### config.mk
export PLATFORM = sky130hd
export DESIGN_NAME = sdmob_core
export DESIGN_NICKNAME = d
export VERILOG_FILES = /design/src/hw/sdmob_pkg.sv /design/src/hw/sdmob_core.sv /design/src/hw/sdmob_latency_pipe.sv
export VERILOG_INCLUDE_DIRS = /design/src /design/src/hw
export SDC_FILE = /design/constraint.sdc
export NUM_CORES = 1
export LEC_CHECK = 0
export BUFFER_PORTS_ARGS = -buffer_cell sky130_fd_sc_hd__buf_2
export CAP_MARGIN = 20
export CORE_AREA = 2 2 115 117
export CTS_CLUSTER_SIZE = 12
export DETAILED_ROUTE_END_ITERATION = 10
export DIE_AREA = 0 0 117 119
export HOLD_SLACK_MARGIN = 0.05
export PLACE_DENSITY_LB_ADDON = 0.25
export SLEW_MARGIN = 20
export SYNTH_ARGS = -nofsm -noshare
export SYNTH_HDL_FRONTEND = slang
export SYNTH_SLANG_ARGS = --single-unit
### constraint.sdc
create_clock -name ref_clk -period 1.92 [get_ports ref_clk]
set_input_delay 0.288 -clock ref_clk [delete_from_list [all_inputs] [get_ports ref_clk]]
set_output_delay 0.288 -clock ref_clk [all_outputs]
set_load 0.05 [all_outputs]
### src/hw/sdmob_defs.svh
`ifndef SDMOB_DEFS_SVH
`define SDMOB_DEFS_SVH
`define SDMOB_BL_LSB 0
`define SDMOB_BL_MSB 2
`define SDMOB_ORDER_BIT 3
`define SDMOB_CL_LSB 4
`define SDMOB_CL_MSB 6
`define SDMOB_OPM_LSB 7
`define SDMOB_OPM_MSB 8
`define SDMOB_WB_BIT 9
`define SDMOB_MODE_W 13
`define SDMOB_MODE_RESET 13'h0032
`define SDMOB_COL_W 12
`define SDMOB_CNT_W 13
`define SDMOB_DATA_W 16
`endif

### src/hw/sdmob_pkg.sv
package sdmob_pkg;
	typedef enum logic [2:0]
	{
		sdmob_bl_1 = 3'h0,
		sdmob_bl_2 = 3'h1,
		sdmob_bl_4 = 3'h2,
		sdmob_bl_8 = 3'h3,
		sdmob_bl_page = 3'h7
	} sdmob_bl_t;
	typedef enum logic [1:0]
	{
		sdmob_w4 = 2'h0,
		sdmob_w8 = 2'h1,
		sdmob_w16 = 2'h2
	} sdmob_width_t;
	typedef enum logic [1:0]
	{
		sdmob_idle = 2'h0,
		sdmob_read = 2'h1,
		sdmob_write = 2'h2
	} sdmob_state_t;
endpackage : sdmob_pkg

### src/hw/sdmob_core.sv
`timescale 1ns/1ps
`default_nettype none
`include "sdmob_defs.svh"
// Operation
// - Mode word is held from one mode load until the next.
// - Bits 0-2 length, 3 order, 4-6 latency, 7-8 mode, 9 write burst.
// - Lengths 1,2,4,8 both orders; full page sequential only.
// - Burst stays inside aligned block of burst length, wrapping.
// - Block from bits above offset; low bits give start offset.
// - Full page starts at column, wraps in row of 4096/2048/1024.
// - Sequential: offsets increment from start modulo burst length.
// - Interleaved: k-th offset is start XOR k.
// - Length one accesses exactly given column, order ignored.
// - Read latency two or three cycles.
// - Drive from edge n+m-1, valid data at edge n+m.
// - Both operating mode bits zero select normal operation.
// - Normal mode applies burst length to reads and writes.
// - Write burst bit one makes writes single column.
// - Mode load: select, row, column, write strobes low, clock enable high.
module sdmob_core
	import sdmob_pkg::*;
(
	input wire logic ref_clk,
	input wire logic resetn,
	input wire sdmob_width_t data_width,
	input wire logic cke,
	input wire logic cs_n,
	input wire logic ras_n,
	input wire logic cas_n,
	input wire logic we_n,
	input wire logic [`SDMOB_MODE_W-1:0] addr,
	output logic [`SDMOB_MODE_W-1:0] mode_word,
	output logic normal_mode,
	output logic mode_illegal,
	output logic col_valid,
	output logic col_is_write,
	output logic [`SDMOB_COL_W-1:0] col_addr,
	output logic rd_drive_en,
	output logic rd_valid,
	output logic [`SDMOB_COL_W-1:0] rd_col,
	output logic busy
);
	// Pins arrive from another domain: two-stage synchronisers
	logic [17:0] pin_s1;
	logic [17:0] pin_s2;
	always_ff @(posedge ref_clk or negedge resetn)
	begin
		if (!resetn)
		begin
			pin_s1 <= 18'h3c000;
			pin_s2 <= 18'h3c000;
		end
		else
		begin
			pin_s1 <= {cs_n, ras_n, cas_n, we_n, cke, addr};
			pin_s2 <= pin_s1;
		end
	end
	logic s_cs_n, s_ras_n, s_cas_n, s_we_n, s_cke;
	logic [`SDMOB_MODE_W-1:0] s_addr;
	assign {s_cs_n, s_ras_n, s_cas_n, s_we_n, s_cke, s_addr} = pin_s2;

	logic cmd_load, cmd_read, cmd_write, cmd_stop;
	assign cmd_load = s_cke & ~s_cs_n & ~s_ras_n & ~s_cas_n & ~s_we_n;
	assign cmd_read = s_cke & ~s_cs_n & s_ras_n & ~s_cas_n & s_we_n;
	assign cmd_write = s_cke & ~s_cs_n & s_ras_n & ~s_cas_n & ~s_we_n;
	assign cmd_stop = s_cke & ~s_cs_n & s_ras_n & s_cas_n & ~s_we_n;

	// Mode register; true hardware powers up unknown, a fixed value is kept
	logic [`SDMOB_MODE_W-1:0] next_mode_word;
	always_comb
	begin
		next_mode_word = mode_word;
		if (cmd_load)
			next_mode_word = {1'b0, s_addr[11:0]};
	end
	always_ff @(posedge ref_clk or negedge resetn)
	begin
		if (!resetn)
			mode_word <= `SDMOB_MODE_RESET;
		else
			mode_word <= next_mode_word;
	end

	// Field decode
	logic [2:0] bl_code;
	logic order_il, wb_single, cl3;
	logic [1:0] op_mode;
	logic [2:0] cl_code;
	assign bl_code = mode_word[`SDMOB_BL_MSB:`SDMOB_BL_LSB];
	assign order_il = mode_word[`SDMOB_ORDER_BIT];
	assign cl_code = mode_word[`SDMOB_CL_MSB:`SDMOB_CL_LSB];
	assign op_mode = mode_word[`SDMOB_OPM_MSB:`SDMOB_OPM_LSB];
	assign wb_single = mode_word[`SDMOB_WB_BIT];
	assign cl3 = (cl_code == 3'h3);
	assign normal_mode = (op_mode == 2'h0);

	function automatic logic bl_legal(input logic [2:0] c, input logic il);
		bl_legal = (c <= 3'h3) || (c == 3'h7 && !il);
	endfunction : bl_legal

	assign mode_illegal = !bl_legal(bl_code, order_il) || !normal_mode ||
		!(cl_code == 3'h2 || cl_code == 3'h3);

	// Offset mask for the aligned block; full page masks by row size
	function automatic logic [`SDMOB_COL_W-1:0] block_mask(
		input logic [2:0] c, input sdmob_width_t w);
		unique case (c)
			3'h1: block_mask = 12'h001;
			3'h2: block_mask = 12'h003;
			3'h3: block_mask = 12'h007;
			3'h7: block_mask = (w == sdmob_w4) ? 12'hfff :
				(w == sdmob_w8) ? 12'h7ff : 12'h3ff;
			default: block_mask = 12'h000;
		endcase
	endfunction : block_mask

	// Column from the address pins per width; bit 10 is the auto-precharge
	// flag, not a column bit, so it never reaches the column counter
	function automatic logic [`SDMOB_COL_W-1:0] col_of(
		input logic [`SDMOB_MODE_W-1:0] a, input sdmob_width_t w);
		unique case (w)
			sdmob_w4: col_of = {a[12:11], a[9:0]};
			sdmob_w8: col_of = {1'b0, a[11], a[9:0]};
			default: col_of = {2'h0, a[9:0]};
		endcase
	endfunction : col_of

	sdmob_state_t state, next_state;
	logic [`SDMOB_COL_W-1:0] base, next_base, start, next_start;
	logic [`SDMOB_COL_W-1:0] mask, next_mask;
	logic [`SDMOB_CNT_W-1:0] k, next_k, len, next_len;
	logic il, next_il;
	logic [`SDMOB_COL_W-1:0] cur_mask, offs;

	assign cur_mask = block_mask(bl_code, data_width);

	always_comb
	begin
		next_state = state;
		next_base = base;
		next_start = start;
		next_mask = mask;
		next_k = k;
		next_len = len;
		next_il = il;
		if (state != sdmob_idle)
		begin
			next_k = k + `SDMOB_CNT_W'(1);
			if (next_k == len || cmd_stop)
				next_state = sdmob_idle;
		end
		if ((cmd_read || cmd_write) && normal_mode)
		begin
			next_state = cmd_read ? sdmob_read : sdmob_write;
			next_k = '0;
			next_il = order_il && bl_code != 3'h7;
			if (cmd_write && wb_single)
				next_mask = 12'h000;
			else
				next_mask = cur_mask;
			next_base = col_of(s_addr, data_width) & ~next_mask;
			next_start = col_of(s_addr, data_width) & next_mask;
			next_len = {1'b0, next_mask} + `SDMOB_CNT_W'(1);
		end
	end
	always_ff @(posedge ref_clk or negedge resetn)
	begin
		if (!resetn)
		begin
			state <= sdmob_idle;
			base <= '0;
			start <= '0;
			mask <= '0;
			k <= '0;
			len <= '0;
			il <= 1'b0;
		end
		else
		begin
			state <= next_state;
			base <= next_base;
			start <= next_start;
			mask <= next_mask;
			k <= next_k;
			len <= next_len;
			il <= next_il;
		end
	end

	logic [`SDMOB_COL_W-1:0] kc;
	assign kc = k[`SDMOB_COL_W-1:0];
	always_comb
	begin
		if (il)
			offs = (start ^ kc) & mask;
		else
			offs = (start + kc) & mask;
	end

	// Column outputs registered so data leaves flip-flops
	logic next_col_valid, next_col_is_write;
	logic [`SDMOB_COL_W-1:0] next_col_addr;
	always_comb
	begin
		next_col_valid = state != sdmob_idle && !cmd_stop;
		next_col_is_write = state == sdmob_write;
		next_col_addr = base | offs;
	end
	always_ff @(posedge ref_clk or negedge resetn)
	begin
		if (!resetn)
		begin
			col_valid <= 1'b0;
			col_is_write <= 1'b0;
			col_addr <= '0;
		end
		else
		begin
			col_valid <= next_col_valid;
			col_is_write <= next_col_is_write;
			col_addr <= next_col_addr;
		end
	end
	assign busy = state != sdmob_idle;

	// Read column enters the pipe on the access cycle, one stage in
	sdmob_latency_pipe u_pipe (
		.ref_clk(ref_clk),
		.resetn(resetn),
		.three_cycles(cl3),
		.in_valid(next_col_valid && !next_col_is_write),
		.in_col(next_col_addr),
		.drive_en(rd_drive_en),
		.out_valid(rd_valid),
		.out_col(rd_col)
	);
endmodule : sdmob_core
`default_nettype wire

### src/hw/sdmob_latency_pipe.sv
`timescale 1ns/1ps
`default_nettype none
`include "sdmob_defs.svh"
// Delays column/valid by two or three cycles; three stages shift always
module sdmob_latency_pipe
	import sdmob_pkg::*;
(
	input wire logic ref_clk,
	input wire logic resetn,
	input wire logic three_cycles,
	input wire logic in_valid,
	input wire logic [`SDMOB_COL_W-1:0] in_col,
	output logic drive_en,
	output logic out_valid,
	output logic [`SDMOB_COL_W-1:0] out_col
);
	logic [2:0] vld;
	logic [2:0] next_vld;
	logic [`SDMOB_COL_W-1:0] col [3];
	logic [`SDMOB_COL_W-1:0] next_col [3];
	always_comb
	begin
		next_vld = {vld[1:0], in_valid};
		next_col[0] = in_col;
		next_col[1] = col[0];
		next_col[2] = col[1];
	end
	always_ff @(posedge ref_clk or negedge resetn)
	begin
		if (!resetn)
		begin
			vld <= 3'h0;
			col[0] <= '0;
			col[1] <= '0;
			col[2] <= '0;
		end
		else
		begin
			vld <= next_vld;
			col <= next_col;
		end
	end
	// Output drivers turn on one edge before data is due
	assign drive_en = three_cycles ? vld[1] : vld[0];
	assign out_valid = three_cycles ? vld[2] : vld[1];
	assign out_col = three_cycles ? col[2] : col[1];
endmodule : sdmob_latency_pipe
`default_nettype wire

# ---- Yosys cells after proc, flatten, opt, wreduce, memory -nomap -nowiden
# Cells that the tools add are included.
dict set report op_classes {
  n_addsub 3
  order_cmp 1
  eq_ne 10
  n_mux 17
  n_bitwise 21
  reduce_logical 24
}
# cell n
set op_table {}
lappend op_table {{12-bit two-way mux} 6}
lappend op_table {{12-bit AND} 4}
lappend op_table {{12-bit case mux with 4 select lines} 1}
lappend op_table {{13-bit two-way mux} 2}
lappend op_table {{12-bit case mux with 2 select lines} 1}
lappend op_table {{12-bit by 1-bit adder with 13-bit output, second input constant} 1}
lappend op_table {{13-bit by 1-bit adder with 13-bit output, second input constant} 1}
lappend op_table {{13-bit equality test} 1}
lappend op_table {{12-bit adder} 1}
lappend op_table {{3-bit by 2-bit equality test with 1-bit output, second input constant} 4}
lappend op_table {{12-bit inverter} 1}
lappend op_table {{12-bit bitwise OR} 1}
lappend op_table {{12-bit bitwise XOR} 1}
lappend op_table {{11-bit two-way mux} 1}
lappend op_table {{1-bit AND} 10}
lappend op_table {{2-bit two-way mux} 4}
lappend op_table {{1-bit logical AND} 6}
lappend op_table {{1-bit logical NOT} 6}
lappend op_table {{1-bit logical OR} 6}
lappend op_table {{2-bit nonzero test} 3}
lappend op_table {{2-bit logical NOT} 2}
lappend op_table {{1-bit inverter} 4}
lappend op_table {{3-bit by 1-bit equality test with 1-bit output, second input constant} 1}
lappend op_table {{3-bit equality test, second input constant} 1}
lappend op_table {{other kinds (6)} 7}
dict set report word_totals {
  regBits 154
  in_bits 22
  elab_cells 92
}

# ---- Logic depth before layout (Yosys ltp)
dict set report depth {
  depth_word 10
  ltp_mapped 9
  ltp_nobuf 9
}

# ---- Cells and area by module
# Synthesis repeated with hierarchy kept, for this count alone.
dict set report hier_totals {
  hier_cells 521
  area_unflattened_um2 6372.4
}
# mod n_inst cells_each area_per_inst_um2
set modules_own_cells {}
lappend modules_own_cells {sdmob_core 1 467 5227.5}
lappend modules_own_cells {sdmob_latency_pipe 1 54 1144.8}

# ---- Worst setup path before layout
# No wires, ideal clock.
dict set report synth_path {
  path_type {flip-flop to output port}
  start {reg mode_word[8]}
  end {out mode_illegal}
  t_arrival_ns 1.966
  required_ns 1.632
  slack_ns -0.334
  stages_incl_launch_ff 3
  path_cell_list {dfrtp_1 nor2_1 nand3_1}
}
dict set report synth_via {
  elab_chain_len 4
}
# element line_no
set synth_lines {}
lappend synth_lines {{start, declared} sdmob_core.sv:32} ;# output logic [`SDMOB_MODE_W-1:0] mode_word,
lappend synth_lines {{start signal, assigned} sdmob_core.sv:80} ;# mode_word <= `SDMOB_MODE_RESET;
lappend synth_lines {{start signal, assigned} sdmob_core.sv:82} ;# mode_word <= next_mode_word;
lappend synth_lines {{2-bit logical NOT} sdmob_core.sv:96} ;# assign normal_mode = (op_mode == 2'h0);
lappend synth_lines {{net normal_mode} sdmob_core.sv:33} ;# output logic normal_mode,
lappend synth_lines {{1-bit logical NOT} sdmob_core.sv:102} ;# assign mode_illegal = !bl_legal(bl_code, order_il) || !normal_mode ||
lappend synth_lines {{1-bit logical OR (2 in a row)} sdmob_core.sv:102}
lappend synth_lines {{end, declared} sdmob_core.sv:34} ;# output logic mode_illegal,
# The timed path passes the listed nets, and every way through them passes these cells.

# ---- Worst setup path in the final report
dict set report layout_path {
  start {reg mode_word[5]}
  end {out rd_col[10]}
}
dict set report layout_via {
  elab_chain_len 2
}
# element line_no
set layout_lines {}
lappend layout_lines {{3-bit by 2-bit equality test with 1-bit output} sdmob_core.sv:95} ;# assign cl3 = (cl_code == 3'h3);
lappend layout_lines {{12-bit two-way mux} sdmob_latency_pipe.sv:46} ;# assign out_col = three_cycles ? col[2] : col[1];
lappend layout_lines {{end, declared} sdmob_core.sv:40} ;# output logic [`SDMOB_COL_W-1:0] rd_col,
# Every way passes these cells.

==> results by group <==
STA
  • Max Clock Freq: 482 MHz
  • Final setup margin: -155 ps
  • Min Hold Slack: 118 ps
  • RSZ-0062 raised after global routing: yes
  • # setup viols final: 19
  • Worst Skew: 8.91 ps
  • Slew Limit Fails: 0
  • Minimum clock period: 2070 ps
  • Period Utilization, post-route: 1.08
  • Final Hold Viols: 0

Drt
  • Number of routed nets with antenna violations: 0
  • Final WL: 14200 µm
  • Detailed Route Iter0 Violations: 216
  • Vias post-DR: 4540
  • Vias per cell: 5.19
  • DRC viols: 0
  • Wire per inst: 16.2 µm
  • DR pass1 iterations: 4

GRT
  • Number of global-route vias before repair: 4651
  • Grt total ovfl: 0
  • Initial antenna violation count: 0
  • Largest net degree at the start of global routing: 53
  • Total track usage: 0.221
  • Global-route wire length before repair: 23100 µm

Synth
  • Ys Warns: 0
  • Syn Inst Count: 553
  • Dominant synthesized flop cell: dfrtp_1
  • Post-synth top area share: 0.541
  • Async SR Flop Fraction: 1.00
  • Synth Net Count: 591
  • Seq/Total Area, Yosys: 0.587
  • Syn Std Cell Area: 0.00625 mm²
  • Top-count cell post-synth: dfrtp_1
  • Area contributors post-synth: dfrtp_1 54%, nand2_1 5.1%, mux2_2 4.7%
  • Synthesized area per cell: 11.3 µm²
  • FF+latch count, synth: 146
  • Top cells by count, synth: 135 x dfrtp_1, 85 x nand2_1, 36 x o21ai_0
  • Distinct cells, synth: 61
  • Cell taking the most area after synthesis: dfrtp_1
  • Number of flops mapped to enable cells by yosys: 0

Clock network
  • Worst skew pair latency: 420 ps
  • Maximum clock insertion buffer count: 2
  • Worst-path clk slew: 60 ps
  • Root Driver: clkbuf_16
  • H-tree depth: 4
  • Total CTS buffers: 17
  • Clock sink total: 146
  • CTS tree: built

Placed design
  • Port bufs: 64
  • DP Cell Count: 814
  • DP HPWL: 9930 µm
  • Global placement routability congestion: 0.854

Worst setup path
  • Crit. End Element: primary output
  • Worst Setup Start Kind: register
  • WS Path Type: register to primary output
  • Critical Path RT: 1630 ps
  • Critical path peak fanout: 14
  • Worst EP arrival: 1790 ps

Die
  • Die Height: 119 µm
  • Std cell rows: 42
  • CORE AREA: 0.0129 mm²
  • Die Wd: 117 µm
  • Initial core utilization: 0.485
  • Die ar.: 0.0139 mm²
  • Ports: 66

Power
  • PwrDens: 1310 mW/mm²
  • Pleak: 3.80 nW
  • Worst VDD drop: 0.867 mV

Outcome
  • Failing checks: negative setup slack
  • Outcome: finished, violations left

Cells and area
  • Layout area overhead: 33.0%
  • # diodes: 0
  • Layout cell share with drive strength beyond 1: 0.372
  • End-of-flow core utilization: 0.645
  • Layout Cells excl Fill: 875
  • Nets: 724

Worst hold path
  • Hold Path Class: input pin to register

Job
  • Max-cap viol count: 0
## routing by layer
layer	global-route usage	share of wire	routed length [µm]	vias to the layer above
li1	-	-	-	2167
met1	0.279	0.44	6200	2258
met2	0.357	0.50	7140	99
met3	0.0651	0.042	592	16
met4	0.0831	0.020	282	0
met5	0	0	0	-
## final timing paths
path | start | to | slack (ps) | depth (start not counted)
setup / recovery | mode_word[5] | rd_col[10] | -150 | 5
hold / removal | data_width[0] | len[11] | 120 | 3
setup reg to reg | start[2] | u_pipe.col[33] | -120 | 6
hold reg to reg | pin_s1[13] | pin_s2[13] | 350 | 0
max in group asynchronous | resetn | pin_s1[15] | 880 | 3
min in group asynchronous | resetn | u_pipe.col[4] | 370 | 2
## power by group
group          total [W]  internal (W)  leakage [nW]  switching, W
combinational    0.00373       0.00150          1.71       0.00223
sequential       0.00406       0.00367          1.82      0.000395
clock            0.00308       0.00174         0.266       0.00134
## layout by cell type (no fill, tap or decap), types with 10 or more instances in the layout
cell / Yosys / final
nand2_1: 85 / 83
dfstp_2: 11 / 11
dfrtp_1: 135 / 131
clkbuf_16: 0 / 17
o21ai_0: 36 / 34
nor2_1: 20 / 18
a21oi_1: 13 / 10
inv_1: 14 / 13
dlygate4sd3_1: 0 / 19
buf_2: 7 / 48
buf_6: 2 / 16
nand3_1: 17 / 13
mux2_2: 26 / 25
buf_4: 13 / 68
xnor2_1: 22 / 22
## area by class of cell
class,count,area [µm²]
Timing Repair Buffer,156,1220
Sequential cell,146,3670
Inverter,14,52.6
Fill cell,1008,4570
Tap cell,176,220
Multi-Input combinational cell,351,2590
Clock buffer,19,453
Clock inverter,13,103
## registers in the layout, summed over array words and instances, names as in the netlist
| register | flops |
|---|---|
| u_pipe.col | 36 |
| pin_s1 | 18 |
| pin_s2 | 18 |
| k | 13 |
| base | 12 |
| mode_word | 12 |
| start | 12 |
| len | 11 |
| mask | 6 |
| u_pipe.vld | 3 |
| state | 2 |
| col_is_write | 1 |
| col_valid | 1 |
| il | 1 |
## timing repair
action,CTS,global route
endpoints found under the setup margin,24,42
pin swaps,21,19
hold buffers,19,0
gates resized for setup,56,22
buffers inserted,8,3
hold endpoints to repair,62,0
## metrics by stage
| step | setup TNS (ps) | power (W) | instance area (µm²) | setup slack (ps) |
|---|---|---|---|---|
| 6_report | -2050 | 0.0109 | 8310 | -155 |
| 5_1_grt | -3380 | 0.0114 | 8310 | -212 |
| 4_1_cts | -2180 | 0.0108 | 8180 | -166 |
| 3_5_place_dp | -644 | 0.00728 | 7150 | -173 |
| 3_3_place_gp | -244 | 0.00718 | 7150 | -85.4 |
| 2_1_floorplan | -102 | 0.00630 | 6320 | -54.8 |
## critical path: stages, from the launching register on
cell	delay [ps]
dfstp_2	530
nor2b_4	150
nand2_2	70
buf_12	150
mux2_4	310
buf_8	150
## logic make-up after synthesis
logic type                 Yosys count  share of synthesized area
DFF                                146                      0.587
AOI/OAI and AO/OA                   97                      0.105
xor gates and xnor gates            31                     0.0435
muxes                               27                     0.0485
and+or+nand+nor                    179                      0.137
adders and majority gates           16                     0.0333
buffers and inverters               56                     0.0457
other                                1                   0.000600
(Power assumes the default switching activity.)
